## src/rtl/power_seq_pkg.sv

```systemverilog
package power_seq_pkg;

    typedef logic [31:0] word_t;

    // Register offsets
    localparam logic [7:0] OFS_GEN_CTRL = 8'h00;
    localparam logic [7:0] OFS_WAKE_LOW = 8'h04;
    localparam logic [7:0] OFS_WAKE_HIGH = 8'h08;
    localparam logic [7:0] OFS_SLEEP_CFG = 8'h0C;
    localparam logic [7:0] OFS_PHASE_ONE_CFG = 8'h10;
    localparam logic [7:0] OFS_PHASE_TWO_CFG = 8'h14;

    // General control fields
    localparam int GC_LEVELS_BIT = 7;
    localparam int GC_WIDE_CMP_BIT = 5;
    localparam int GC_TIMER_WAKE_BIT = 4;
    localparam int GC_PIN_HIGH_BIT = 3;
    localparam int GC_PIN_WAKE_BIT = 2;
    localparam int GC_SLEEP_REQ_BIT = 1;
    localparam int GC_SLEEP_CLK_BIT = 0;
    localparam logic [7:0] GC_RESET = 8'h08;
    localparam logic [7:0] GC_RW_MASK = 8'hBD;

    // State word fields
    localparam int DWELL_LSB = 16;
    localparam int DWELL_MSB = 20;
    localparam int TILE_CLK_STOP_BIT = 14;
    localparam int ANALOG_PFM_BIT = 9;
    localparam int CORE_PFM_BIT = 8;
    localparam int IO_EN_BIT = 5;
    localparam int PLL_EN_BIT = 4;
    localparam int ANALOG_EN_BIT = 1;
    localparam int CORE_EN_BIT = 0;
    localparam word_t CFG_RW_MASK = 32'h001F_4331;

    // Values after reset (stored bits only, read-only bit 1 added on read of phase two only)
    localparam word_t WAKE_TIME_RESET = 32'h0000_0000;
    localparam word_t SLEEP_CFG_RESET = 32'h0010_0000;
    localparam word_t PHASE_ONE_CFG_RESET = 32'h0010_0020;
    localparam word_t PHASE_TWO_CFG_RESET = 32'h0010_0031;
    // Running-state word is fixed here; its register lives elsewhere
    localparam word_t RUNNING_WORD = 32'h0000_0033;
    localparam logic [4:0] RUNNING_DWELL = 5'h00;

    // Supply index in the good/enable vectors
    localparam int SUP_CORE = 0;
    localparam int SUP_ANALOG = 1;
    localparam int SUP_PLL = 2;
    localparam int SUP_IO = 3;
    localparam int NUM_SUPPLIES = 4;

    typedef enum logic [1:0] {
        RUNNING_STATE,
        SLEEP_STATE,
        RESUME_PHASE_ONE,
        RESUME_PHASE_TWO
    } power_state_t;

    // Effective word of a state, with the read-only analogue enable filled in
    function automatic word_t stateWord(
        input power_state_t st,
        input word_t sleepCfg,
        input word_t oneCfg,
        input word_t twoCfg
    );
        word_t w;
        w = RUNNING_WORD;
        unique case (st)
            RUNNING_STATE: w = RUNNING_WORD;
            SLEEP_STATE: w = sleepCfg & ~(32'h0000_0001 << ANALOG_EN_BIT);
            RESUME_PHASE_ONE: w = oneCfg & ~(32'h0000_0001 << ANALOG_EN_BIT);
            RESUME_PHASE_TWO: w = twoCfg | (32'h0000_0001 << ANALOG_EN_BIT);
        endcase
        return w;
    endfunction : stateWord

    function automatic logic [NUM_SUPPLIES-1:0] supplyEnables(input word_t w);
        return {w[IO_EN_BIT], w[PLL_EN_BIT], w[ANALOG_EN_BIT], w[CORE_EN_BIT]};
    endfunction : supplyEnables

endpackage : power_seq_pkg

```

## src/rtl/sleep_wake_power_sequencer.sv

```systemverilog
`timescale 1ns/1ns
// How it works
// - low wake word used only asleep, timer enabled
// - high word used only in wide mode
// - narrow mode compares low 32 bits only
// - sleep holds dwell, then waits timer or pin
// - dwell counted on the running clock
// - dwell field bits 20:16 means 2^n cycles
// - phase one leaves after dwell and supplies good
// - phase two leaves after dwell and supplies good
// - bit 14 stops the tile clock
// - bit 9 picks analogue switcher modulation
// - bit 8 picks core switcher modulation
// - bit 5 enables the IO supply output
// - bit 4 enables the PLL regulator
// - bit 1 reads analogue switcher enable, fixed
// - bit 0 enables the core switcher
// - control bit 5 selects 64-bit compare
// - control bit 4 enables timer wake
// - control bits 2,3 enable and polarise pin wake
module sleep_wake_power_sequencer
    import power_seq_pkg::*;
(
    // Clock and reset
    input wire logic core_clk,
    input wire logic sys_rst,
    // Register port, 32-bit accesses
    input wire logic [7:0] regAddr,
    input wire logic regWrEn,
    input wire power_seq_pkg::word_t regWrData,
    input wire logic regRdEn,
    output power_seq_pkg::word_t regRdData,
    output logic regRdValid,
    // Real-time counter, same clock
    input wire logic [63:0] rtcCount,
    // Pins and regulator feedback
    input wire logic resumePin,
    input wire logic [power_seq_pkg::NUM_SUPPLIES-1:0] supplyGood,
    // Supply controls
    output logic coreSwitcherEn,
    output logic analogSwitcherEn,
    output logic pllRegulatorEn,
    output logic ioSupplyOutputEn,
    output logic coreSwitcherPfm,
    output logic analogSwitcherPfm,
    output logic tileClockStop,
    output logic sleepClkDefault,
    output power_seq_pkg::power_state_t powerState
);
    import power_seq_pkg::*;

    typedef struct packed {
        power_state_t state;
        logic [7:0] genCtrl;
        word_t wakeLow;
        word_t wakeHigh;
        word_t cfgSleep;
        word_t cfgOne;
        word_t cfgTwo;
        logic [2:0] resumeSync;
        logic resumeLevel;
        logic [NUM_SUPPLIES-1:0] goodS1;
        logic [NUM_SUPPLIES-1:0] goodS2;
        logic [NUM_SUPPLIES-1:0] goodS3;
        logic [NUM_SUPPLIES-1:0] goodLevel;
        word_t outWord;
        logic clkDefault;
        word_t rdData;
        logic rdValid;
        logic [31:0] stateCycles;
    } seq_state_t;

    seq_state_t q;
    seq_state_t d;

    word_t curWord;
    logic [4:0] dwellExp;
    logic dwellDone;
    logic timeReached;
    logic timerWake;
    logic pinWake;
    logic wakeCond;
    logic suppliesGood;
    logic sleepSet;
    logic dwellMet;

    dwell_timer u_dwell (
        .core_clk(core_clk),
        .sys_rst(sys_rst),
        .restart(d.state != q.state),
        .dwellExp(dwellExp),
        .dwellDone(dwellDone)
    );

    wake_comparator u_cmp (
        .core_clk(core_clk),
        .sys_rst(sys_rst),
        .rtcCount(rtcCount),
        .wakeTime({q.wakeHigh, q.wakeLow}),
        .wideCompare(q.genCtrl[GC_WIDE_CMP_BIT]),
        .timeReached(timeReached)
    );

    assign curWord = stateWord(q.state, q.cfgSleep, q.cfgOne, q.cfgTwo);
    // Running state has no dwell of its own
    assign dwellExp = (q.state == RUNNING_STATE) ? RUNNING_DWELL
        : curWord[DWELL_MSB:DWELL_LSB];

    // Wake time takes part only asleep and with timer wake enabled
    assign timerWake = q.genCtrl[GC_TIMER_WAKE_BIT] && timeReached;
    assign pinWake = q.genCtrl[GC_PIN_WAKE_BIT]
        && (q.resumeLevel == q.genCtrl[GC_PIN_HIGH_BIT]);
    assign wakeCond = timerWake || pinWake;
    // Disabled supplies are not waited for
    assign suppliesGood =
        (supplyEnables(curWord) & ~q.goodLevel) == '0;

    // A request outside the running state is dropped
    assign sleepSet = regWrEn && (regAddr == OFS_GEN_CTRL)
        && regWrData[GC_SLEEP_REQ_BIT] && (q.state == RUNNING_STATE);

    always_comb begin
        d = q;

        // Pin inputs: three stages, accept a level once stages 2 and 3 agree
        d.resumeSync = {q.resumeSync[1:0], resumePin};
        if (q.resumeSync[1] == q.resumeSync[2]) begin
            d.resumeLevel = q.resumeSync[2];
        end
        d.goodS1 = supplyGood;
        d.goodS2 = q.goodS1;
        d.goodS3 = q.goodS2;
        for (int i = 0; i < NUM_SUPPLIES; i++) begin
            if (q.goodS2[i] == q.goodS3[i]) begin
                d.goodLevel[i] = q.goodS3[i];
            end
        end

        // Sequencer
        unique case (q.state)
            RUNNING_STATE: begin
                if (q.genCtrl[GC_SLEEP_REQ_BIT]) begin
                    d.state = SLEEP_STATE;
                end
            end
            SLEEP_STATE: begin
                if (dwellDone && wakeCond) begin
                    d.state = RESUME_PHASE_ONE;
                end
            end
            RESUME_PHASE_ONE: begin
                if (dwellDone && suppliesGood) begin
                    d.state = RESUME_PHASE_TWO;
                end
            end
            RESUME_PHASE_TWO: begin
                if (dwellDone && suppliesGood) begin
                    d.state = RUNNING_STATE;
                end
            end
        endcase

        // Register writes
        if (regWrEn) begin
            unique case (regAddr)
                OFS_GEN_CTRL: begin
                    d.genCtrl = (regWrData[7:0] & GC_RW_MASK)
                        | (q.genCtrl & ~GC_RW_MASK);
                end
                OFS_WAKE_LOW: d.wakeLow = regWrData;
                OFS_WAKE_HIGH: d.wakeHigh = regWrData;
                OFS_SLEEP_CFG: d.cfgSleep = regWrData & CFG_RW_MASK;
                OFS_PHASE_ONE_CFG: d.cfgOne = regWrData & CFG_RW_MASK;
                OFS_PHASE_TWO_CFG: d.cfgTwo = regWrData & CFG_RW_MASK;
                default: ;
            endcase
        end

        // Self-clearing sleep request: held until the sequencer leaves
        // running; a fresh set in the same cycle wins over the clear
        d.genCtrl[GC_SLEEP_REQ_BIT] = sleepSet
            || (q.genCtrl[GC_SLEEP_REQ_BIT] && (d.state == RUNNING_STATE));

        // Settings of the state being entered (or held) drive the pins
        d.outWord = stateWord(d.state, d.cfgSleep, d.cfgOne, d.cfgTwo);
        d.clkDefault = d.genCtrl[GC_SLEEP_CLK_BIT]
            && (d.state == SLEEP_STATE);

        // Register reads, answered one cycle later
        d.rdValid = regRdEn;
        if (regRdEn) begin
            unique case (regAddr)
                OFS_GEN_CTRL: d.rdData = {24'h00_0000, q.genCtrl};
                OFS_WAKE_LOW: d.rdData = q.wakeLow;
                OFS_WAKE_HIGH: d.rdData = q.wakeHigh;
                OFS_SLEEP_CFG: begin
                    d.rdData = stateWord(SLEEP_STATE, q.cfgSleep, q.cfgOne,
                        q.cfgTwo);
                end
                OFS_PHASE_ONE_CFG: begin
                    d.rdData = stateWord(RESUME_PHASE_ONE, q.cfgSleep,
                        q.cfgOne, q.cfgTwo);
                end
                OFS_PHASE_TWO_CFG: begin
                    d.rdData = stateWord(RESUME_PHASE_TWO, q.cfgSleep,
                        q.cfgOne, q.cfgTwo);
                end
                default: d.rdData = 32'h0000_0000;
            endcase
        end

        // Helper for checking the dwell length
        if (d.state != q.state) begin
            d.stateCycles = 32'h0000_0000;
        end else if (q.stateCycles != 32'hFFFF_FFFF) begin
            d.stateCycles = q.stateCycles + 32'h0000_0001;
        end
    end

    always_ff @(posedge core_clk) begin
        if (sys_rst) begin
            q <= '0;
            q.state <= RUNNING_STATE;
            q.genCtrl <= GC_RESET;
            q.wakeLow <= WAKE_TIME_RESET;
            q.wakeHigh <= WAKE_TIME_RESET;
            q.cfgSleep <= SLEEP_CFG_RESET;
            q.cfgOne <= PHASE_ONE_CFG_RESET;
            q.cfgTwo <= PHASE_TWO_CFG_RESET;
            q.outWord <= RUNNING_WORD;
        end else begin
            q <= d;
        end
    end

    assign coreSwitcherEn = q.outWord[CORE_EN_BIT];
    assign analogSwitcherEn = q.outWord[ANALOG_EN_BIT];
    assign pllRegulatorEn = q.outWord[PLL_EN_BIT];
    assign ioSupplyOutputEn = q.outWord[IO_EN_BIT];
    assign coreSwitcherPfm = q.outWord[CORE_PFM_BIT];
    assign analogSwitcherPfm = q.outWord[ANALOG_PFM_BIT];
    assign tileClockStop = q.outWord[TILE_CLK_STOP_BIT];
    assign sleepClkDefault = q.clkDefault;
    assign powerState = q.state;
    assign regRdData = q.rdData;
    assign regRdValid = q.rdValid;

    assign dwellMet = ({1'b0, q.stateCycles} + 33'h0_0000_0001)
        >= (33'h0_0000_0001 << dwellExp);
endmodule : sleep_wake_power_sequencer

```

## src/rtl/dwell_timer.sv

```systemverilog
`timescale 1ns/1ns
module dwell_timer
    import power_seq_pkg::*;
(
    // Clock and reset
    input wire logic core_clk,
    input wire logic sys_rst,
    // Control
    input wire logic restart,
    input wire logic [4:0] dwellExp,
    output logic dwellDone
);
    typedef struct packed {
        logic [31:0] count;
    } timer_state_t;

    timer_state_t q;
    timer_state_t d;

    // 33-bit compare so that an exponent of 31 cannot wrap
    assign dwellDone = ({1'b0, q.count} + 33'h0_0000_0001)
        >= (33'h0_0000_0001 << dwellExp);

    always_comb begin
        d = q;
        if (restart) begin
            d.count = 32'h0000_0000;
        end else if (!dwellDone) begin
            d.count = q.count + 32'h0000_0001;
        end
    end

    always_ff @(posedge core_clk) begin
        if (sys_rst) begin
            q <= '0;
        end else begin
            q <= d;
        end
    end
endmodule : dwell_timer

```

## src/rtl/wake_comparator.sv

```systemverilog
`timescale 1ns/1ns
module wake_comparator
    import power_seq_pkg::*;
(
    // Clock and reset
    input wire logic core_clk,
    input wire logic sys_rst,
    // Times
    input wire logic [63:0] rtcCount,
    input wire logic [63:0] wakeTime,
    input wire logic wideCompare,
    output logic timeReached
);
    typedef struct packed {
        logic reached;
    } cmp_state_t;

    cmp_state_t q;
    cmp_state_t d;

    assign timeReached = q.reached;

    always_comb begin
        d = q;
        if (wideCompare) begin
            d.reached = rtcCount >= wakeTime;
        end else begin
            d.reached = rtcCount[31:0] >= wakeTime[31:0];
        end
    end

    always_ff @(posedge core_clk) begin
        if (sys_rst) begin
            q <= '0;
        end else begin
            q <= d;
        end
    end
endmodule : wake_comparator

```

## config.mk

```make
export PLATFORM = sky130hd
export DESIGN_NAME = sleep_wake_power_sequencer
export DESIGN_NICKNAME = d
export VERILOG_FILES = /design/src/rtl/power_seq_pkg.sv /design/src/rtl/sleep_wake_power_sequencer.sv /design/src/rtl/dwell_timer.sv /design/src/rtl/wake_comparator.sv
export SDC_FILE = /design/constraint.sdc
export NUM_CORES = 1
export LEC_CHECK = 0
export BUFFER_PORTS_ARGS = -buffer_cell sky130_fd_sc_hd__buf_2
export CORE_MARGIN = 5
export CORE_UTILIZATION = 52
export CTS_BUF_LIST = sky130_fd_sc_hd__clkbuf_16
export DETAILED_ROUTE_END_ITERATION = 16
export GPL_TIMING_DRIVEN = 0
export PLACE_DENSITY = 0.83
export SLEW_MARGIN = 15
export SYNTH_ARGS = -nofsm -noshare
export SYNTH_HDL_FRONTEND = slang
export SYNTH_HIERARCHICAL = 1
export SYNTH_SLANG_ARGS = --single-unit
export TNS_END_PERCENT = 20
```

## constraint.sdc

```tcl
create_clock -name core_clk -period 12.45 [get_ports core_clk]
set_input_delay 1.245 -clock core_clk [delete_from_list [all_inputs] [get_ports core_clk]]
set_output_delay 1.245 -clock core_clk [all_outputs]
set_load 0.03 [all_outputs]
```

==> run metrics, run 1 <==
status=complete, no violations; CP top delay family=simple AND/OR/NAND/NOR gates; vias in the first global route=12220; Least-Margin Pin Slew=814.5 ps; post-route cell area=0.01461 mm^2; synthesized instance count=1553; routability cong.=0.9608; Tcrit/Tclk final=61.55%; Slew Limit Fails=0; layout cell share with drive strength beyond 1=16.23%; drc violations=0; Setup violations, final=0; FF+latch area=0.004484 mm^2; Synth cell types=78; Clock Sinks=224; pwr/cell area=104.8 mW/mm^2; TritonCTS clock tree=built; syn nets=1770; CP Data Arrival Time=8070 ps; number of synthesized flops with an enable pin=0; initial core utilization=52.42%; Async SR Flop Fraction=0%; #FFs+latches synth=224; DR vias=12690; area growth from synthesis to final layout=15.24%; Root Buffer=clkbuf_16; via/cell ratio=6.119; Top FF cell, synth=dfxtp_1; Hold Vio Cnt, Final=0; chip width=166.1 um; CP max stage cell=nor3b_1; CP Cell Sequence=inv_1 > ha_1 > buf_6 > a222oi_1 > nor2_1 > nor3b_1 > nand2_1 > ha_1 > nand4_1 > nor4_1 > nand3_1 > a2bb2oi_2 > nand3_1 > o21ai_0 > or4_4 > a211oi_4 > a22oi_1 > o211ai_1 > clkbuf_1 > nor2_1 > clkbuf_1 > clkbuf_1 > nand2_1 > mux2i_1; CP startpoint kind=flip-flop; Reg clk slew, reported paths=60 ps; sequential share of power=47.3%; # hold bufs at CTS=0; commonest non-fill, non-tap cell in the layout=nand2_1; placed cells=2032; htree depth=1; die area=0.02759 mm^2; Post-DRT Antenna Nets=0; DRT iter0 DRCs=1372; first-pass GRT wire length=63.37 mm; FILL cells=2094; sequential fraction of the synthesis area=35.38%; Min-Delay Path Class=reg -> reg; RSZ-0062 raised after global routing=false; CP Capture Type=flip-flop; R2R depth=24; Bufs on Longest Clock Path=3; Int Pwr=1153 uW; DR WL/cell=19.52 um; Tmin final=7663 ps; I/O pins=156; Skew-Pair Late Insertion Delay=540 ps; post-CTS setup buffers=0; most frequent cells in the layout=nand2_1, dfxtp_1, a21oi_1; Most common cell on crit path=clkbuf_1; CTS Buf Count=24; WP depth=24; CP Class=reg -> reg; TNS Setup=0 ps; Lkg Pwr=0.005911 uW; Core Area=0.02418 mm^2; Post-Layout Cell Count=2074; WP buf/inv=5; Multi-input gate area=0.007243 mm^2; chip height=166.1 um; Max VDD drop=0.0001131 V; Syn Std Cell Area=0.01267 mm^2; final hold slack=437.2 ps; Critical Path Max Stage Delay=620 ps; TritonRoute pass-1 iters=6; combinational power share=7.0%; drt total wl=40.49 mm; hold depth=1; switching share of power=24.66%; Post-DP HPWL=30.64 mm; initial antenna violation count=3; Max Fclk=0.1305 GHz; total global routing overflow=0; crit-path max FO=10; Syn Area/Cell=8.161 um^2; clock share of power=45.7%; All-Layer GR Usage=27.64%; Area after DPL=0.01385 mm^2; Layout Nets=1951; largest net degree at the start of global routing=14; Ys Warns=6; antenna fix cells=0; P_sw=377.3 uW; Max-cap violations=0; Slew headroom=45.70%; post-CTS sizing=0; IO Port Bufs=155; CP Data Required Time=12850 ps; Layout Skew=25.00 ps; FP Rows=57
## power groups by stage
| stage | registers, uW | clock network (uW) | logic, uW |
|---|---|---|---|
| 2_1_floorplan | 739 | 0 | 53.9 |
| 3_3_place_gp | 739 | 0 | 101 |
| 3_5_place_dp | 739 | 0 | 104 |
| 4_1_cts | 723 | 700 | 104 |
| 5_1_grt | 723 | 738 | 116 |
| 6_report | 723 | 700 | 107 |
## worst paths after layout
path	from	to	slack, ps
max	powerState[0]$_SDFF_PP0_	u_dwell/q[11]$_SDFFE_PP0N_	4790
min	d[107]$_SDFF_PP0_	d[103]$_SDFF_PP0_	440
max reg2reg	powerState[0]$_SDFF_PP0_	u_dwell/q[11]$_SDFFE_PP0N_	4790
min reg2reg	d[107]$_SDFF_PP0_	d[103]$_SDFF_PP0_	440
## logic make-up (layout without fill, tap and decap cells)
| logic type | Yosys count | count (layout) | share of synthesized area, % |
|---|---|---|---|
| and+or+nand+nor | 592 | 592 | 22.90 |
| AOI/OAI and AO/OA | 358 | 358 | 18.45 |
| DFF | 224 | 224 | 35.38 |
| buffers and inverters | 203 | 400 | 7.464 |
| adders and majority gates | 104 | 104 | 10.27 |
| muxes | 41 | 41 | 3.386 |
| xor gates and xnor gates | 31 | 31 | 2.142 |
## per-stage QoR
stage	power [uW]	utilization [%]	setup slack (ps)
after floorplan	792.7	-	7027
after global placement	839.8	57.30	5259
after detailed placement	842.9	57.30	5087
after CTS	1528	60.41	5040
after global routing	1578	60.41	4432
final	1530	60.41	4787
## per-layer routing
metal / global-route usage [%] / share of wire, % / up-vias
met3: 6.546 / 12 / 131
li1: - / - / 5843
met1: 37.77 / 40 / 5933
met2: 42.51 / 43 / 777
met5: 0 / 0.10 / -
met4: 10.62 / 3.8 / 6
## state kept, by name, indices dropped and copies added (netlist names), 2 cells and up
signal      cells
q             138
regRdData      32
powerState      2
u_dwell/q      32
d              10
## cells in the mapped netlist (14+ instances only)
cell type	instances	area [um^2]
a21oi_1	174	870.8
a222oi_1	18	180.2
a22oi_1	41	307.8
and2_1	32	200.2
and3_1	14	87.58
buf_4	40	300.3
clkbuf_1	72	270.3
dfxtp_1	224	4484
ha_1	104	1301
inv_1	79	296.5
mux2i_1	29	290.3
nand2_1	246	923.4
nand3_1	45	225.2
nand4_1	34	212.7
nor2_1	100	375.4
nor2b_1	29	181.4
nor3_1	16	80.08
o21ai_0	29	145.1
or3_1	21	131.4
xnor2_1	19	166.4
## layout make-up
cell class | instances | area share (%)
well taps | 324 | 2.776
multi-input cells | 1126 | 49.59
clock inverters | 18 | 1.028
repair buffers | 155 | 5.311
clock buffers | 24 | 4.112
plain buffers | 124 | 4.446
flip-flops and latches | 224 | 30.70
inverters | 79 | 2.030
## worst reg2reg max path: cells and delay by family (launching register included)
family,cells,cell delay (ps)
buf+inv,5,1390
compound gates,6,1700
flops,1,550
mux,1,80
fa+ha+maj,2,620
simple gates,10,3190
No activity file was read; power rests on OpenSTA's default activity.
==> run 2, diff against run 1 <==
--- a/config.mk
+++ b/config.mk
@@ -11,7 +11,7 @@
 export CTS_BUF_LIST = sky130_fd_sc_hd__clkbuf_16
 export DETAILED_ROUTE_END_ITERATION = 16
 export GPL_TIMING_DRIVEN = 0
-export PLACE_DENSITY = 0.83
+export PLACE_DENSITY = 0.85
 export SLEW_MARGIN = 15
 export SYNTH_ARGS = -nofsm -noshare
 export SYNTH_HDL_FRONTEND = slang
==> constraint.sdc (replaced) <==
create_clock -name core_clk -period 6.65 [get_ports core_clk]
set_input_delay 0.665 -clock core_clk [delete_from_list [all_inputs] [get_ports core_clk]]
set_output_delay 0.665 -clock core_clk [all_outputs]
set_load 0.03 [all_outputs]
==> run 2 against run 1 <==
Wire length down 0.32%. Via count down 0.17%. Sequential share of layout area is 0.15 points lower. Critical path depth unchanged. Die area unchanged. First-iteration DRC count grew 3.2%. Register-to-register slack got worse by 4400 ps. Global-route usage about the same. Clock skew fell by 15 ps. Hold slack worse by 80 ps. Critical path type unchanged. Critical endpoint is now u_dwell/q[15]$_SDFFE_PP0N_. Largest power group unchanged.
==> run metrics, run 2 (same netlist as run 1, synthesis figures left out) <==
status=complete, no violations; FP Rows=57; CP Data Arrival Time=6640 ps; placed cells=2032; Final WS setup=415.3 ps; WP buf/inv=6; routability cong.=0.9673; first-pass GRT wire length=62.98 mm; drc violations=0; Layout Skew=9.759 ps; worst setup path start=powerState[1]$_SDFF_PP0_; crit-path max FO=10; area growth from synthesis to final layout=15.89%; Max-cap violations=0; P_sw=696.0 uW; Reg clk slew, reported paths=70 ps; Tcrit/Tclk final=93.76%; chip height=166.1 um; Post-DRT Antenna Nets=0; htree depth=1; max reg flops=138; Most common cell on crit path=clkbuf_2; TritonCTS clock tree=built; CP top delay family=simple AND/OR/NAND/NOR gates; Bufs on Longest Clock Path=3; initial core utilization=52.42%; pwr/cell area=196.0 mW/mm^2; most frequent cells in the layout=nand2_1, dfxtp_1, a21oi_1; TritonRoute pass-1 iters=7; Slew headroom=44.14%; Critical Path Sink=u_dwell/q[15]$_SDFFE_PP0N_; Lkg Pwr=0.005944 uW; Setup violations, final=0; Post-DP HPWL=30.49 mm; post-layout power=2879 uW; Tmin final=6235 ps; layout cell share with drive strength beyond 1=17.42%; drt total wl=40.36 mm; CP Data Required Time=7050 ps; initial antenna violation count=0; DR WL/cell=19.45 um; Multi-input gate area=0.007293 mm^2; commonest non-fill, non-tap cell in the layout=nand2_1; Layout Nets=1952; Post-Layout Cell Count=2075; R2R Path Start=powerState[1]$_SDFF_PP0_; Clock Sinks=224; combinational power share=7.0%; via/cell ratio=6.106; I/O pins=156; Skew-Pair Late Insertion Delay=520 ps; FF+latch area=0.004487 mm^2; CP startpoint kind=flip-flop; clock share of power=45.9%; Core Area=0.02418 mm^2; Util after Layout=60.75%; die area=0.02759 mm^2; total global routing overflow=0; Max Fclk=0.1604 GHz; pre-CTS setup slack=-556.7 ps; DR vias=12670; largest net degree at the start of global routing=15; Root Buffer=clkbuf_16; switching share of power=24.18%; Critical Path Max Stage Delay=530 ps; chip width=166.1 um; worst r2r dst=u_dwell/q[15]$_SDFFE_PP0N_; CP max stage cell=a222oi_1; CP Cell Sequence=inv_1 > ha_1 > buf_6 > a222oi_1 > nor2_2 > and3b_1 > nand2_1 > ha_1 > a21o_1 > a21o_1 > clkbuf_1 > nor2_1 > nand3_2 > o21ai_0 > or4_4 > a211oi_4 > a22oi_1 > o211ai_1 > clkbuf_2 > nor2_1 > clkbuf_2 > clkbuf_2 > nand2_1 > mux2i_1; Min-Delay Path Class=in -> reg; DRT iter0 DRCs=1416; Hold Vio Cnt, Final=0; Top reg by flops=q; CTS Buf Count=24; vias in the first global route=12230; Int Pwr=2182 uW; Least-Margin Pin Slew=837.9 ps; CP Class=reg -> reg; All-Layer GR Usage=27.65%; FILL cells=2058; sequential share of power=47.0%; WP depth=24; reg2reg setup slack=420 ps; antenna fix cells=0; RSZ-0062 raised after global routing=false; IO Port Bufs=155; R2R depth=24; CP Capture Type=flip-flop; Max VDD drop=0.0001803 V; Slew Limit Fails=0
==> run 2: changes by cell type in the layout (fill, tap and decap cells not counted), moves of 3 or more <==
| cell | previous run | this run |
|---|---|---|
| nor3b_1 | 4 | 1 |
| clkbuf_2 | 0 | 4 |
| nor3b_2 | 0 | 3 |
| nor2_1 | 100 | 96 |
| nor2_2 | 0 | 4 |
| inv_1 | 83 | 79 |
| clkbuf_1 | 72 | 68 |
==> run 2: how the worst min path moves through the flow <==
stage / to / from / slack, ps / cells after the start
floorplan: d[102]$_SDFF_PP0_ / d[106]$_SDFF_PP0_ / 410 / 1
global placement: d[104]$_SDFF_PP0_ / d[108]$_SDFF_PP0_ / 420 / 1
detailed placement: d[102]$_SDFF_PP0_ / d[106]$_SDFF_PP0_ / 430 / 1
CTS: d[108]$_SDFF_PP0_ / supplyGood[2] / 350 / 2
global route: d[108]$_SDFF_PP0_ / supplyGood[2] / 380 / 2
finish: d[108]$_SDFF_PP0_ / supplyGood[2] / 360 / 2
==> run 2: layout make-up <==
cell class              instances  share of cell area, %
plain buffers                 124                  4.456
clock buffers                  25                  4.260
clock inverters                17                 0.9627
inverters                      79                  2.019
multi-input cells            1126                  49.66
flip-flops and latches        224                  30.55
well taps                     324                  2.760
repair buffers                156                  5.333
==> run 2: through the flow <==
stage	cell area [um^2]	TNS, ps	hold slack, ps
after global routing	14690	0	377.1
after global placement	13850	-8536	417.0
after floorplan	12670	0	413.8
after detailed placement	13850	-11690	433.5
final	14690	0	357.4
after CTS	14650	0	349.5
==> run 2: power by group through the flow <==
stage | clock network, uW | registers (uW) | logic [uW]
floorplan | 0 | 1380 | 101
global placement | 0 | 1380 | 188
detailed placement | 0 | 1380 | 194
CTS | 1320 | 1350 | 196
global route | 1380 | 1350 | 219
finish | 1320 | 1350 | 203
==> run 2: per-layer routing <==
layer	GRT usage [%]	part of all wire, %	vias up
li1	-	-	5848
met1	36.43	40	5888
met2	43.15	44	785
met3	6.927	12	146
met4	11.69	4.6	2
met5	1.913	0.17	-
==> run 2: repair_timing <==
action	4_1_cts	5_1_grt
hold buffers	0	0
endpoints found under the setup margin	33	38
gates resized for setup	7	12
endpoints found under the hold margin	0	0
pin swaps	0	4
setup buffers	0	1
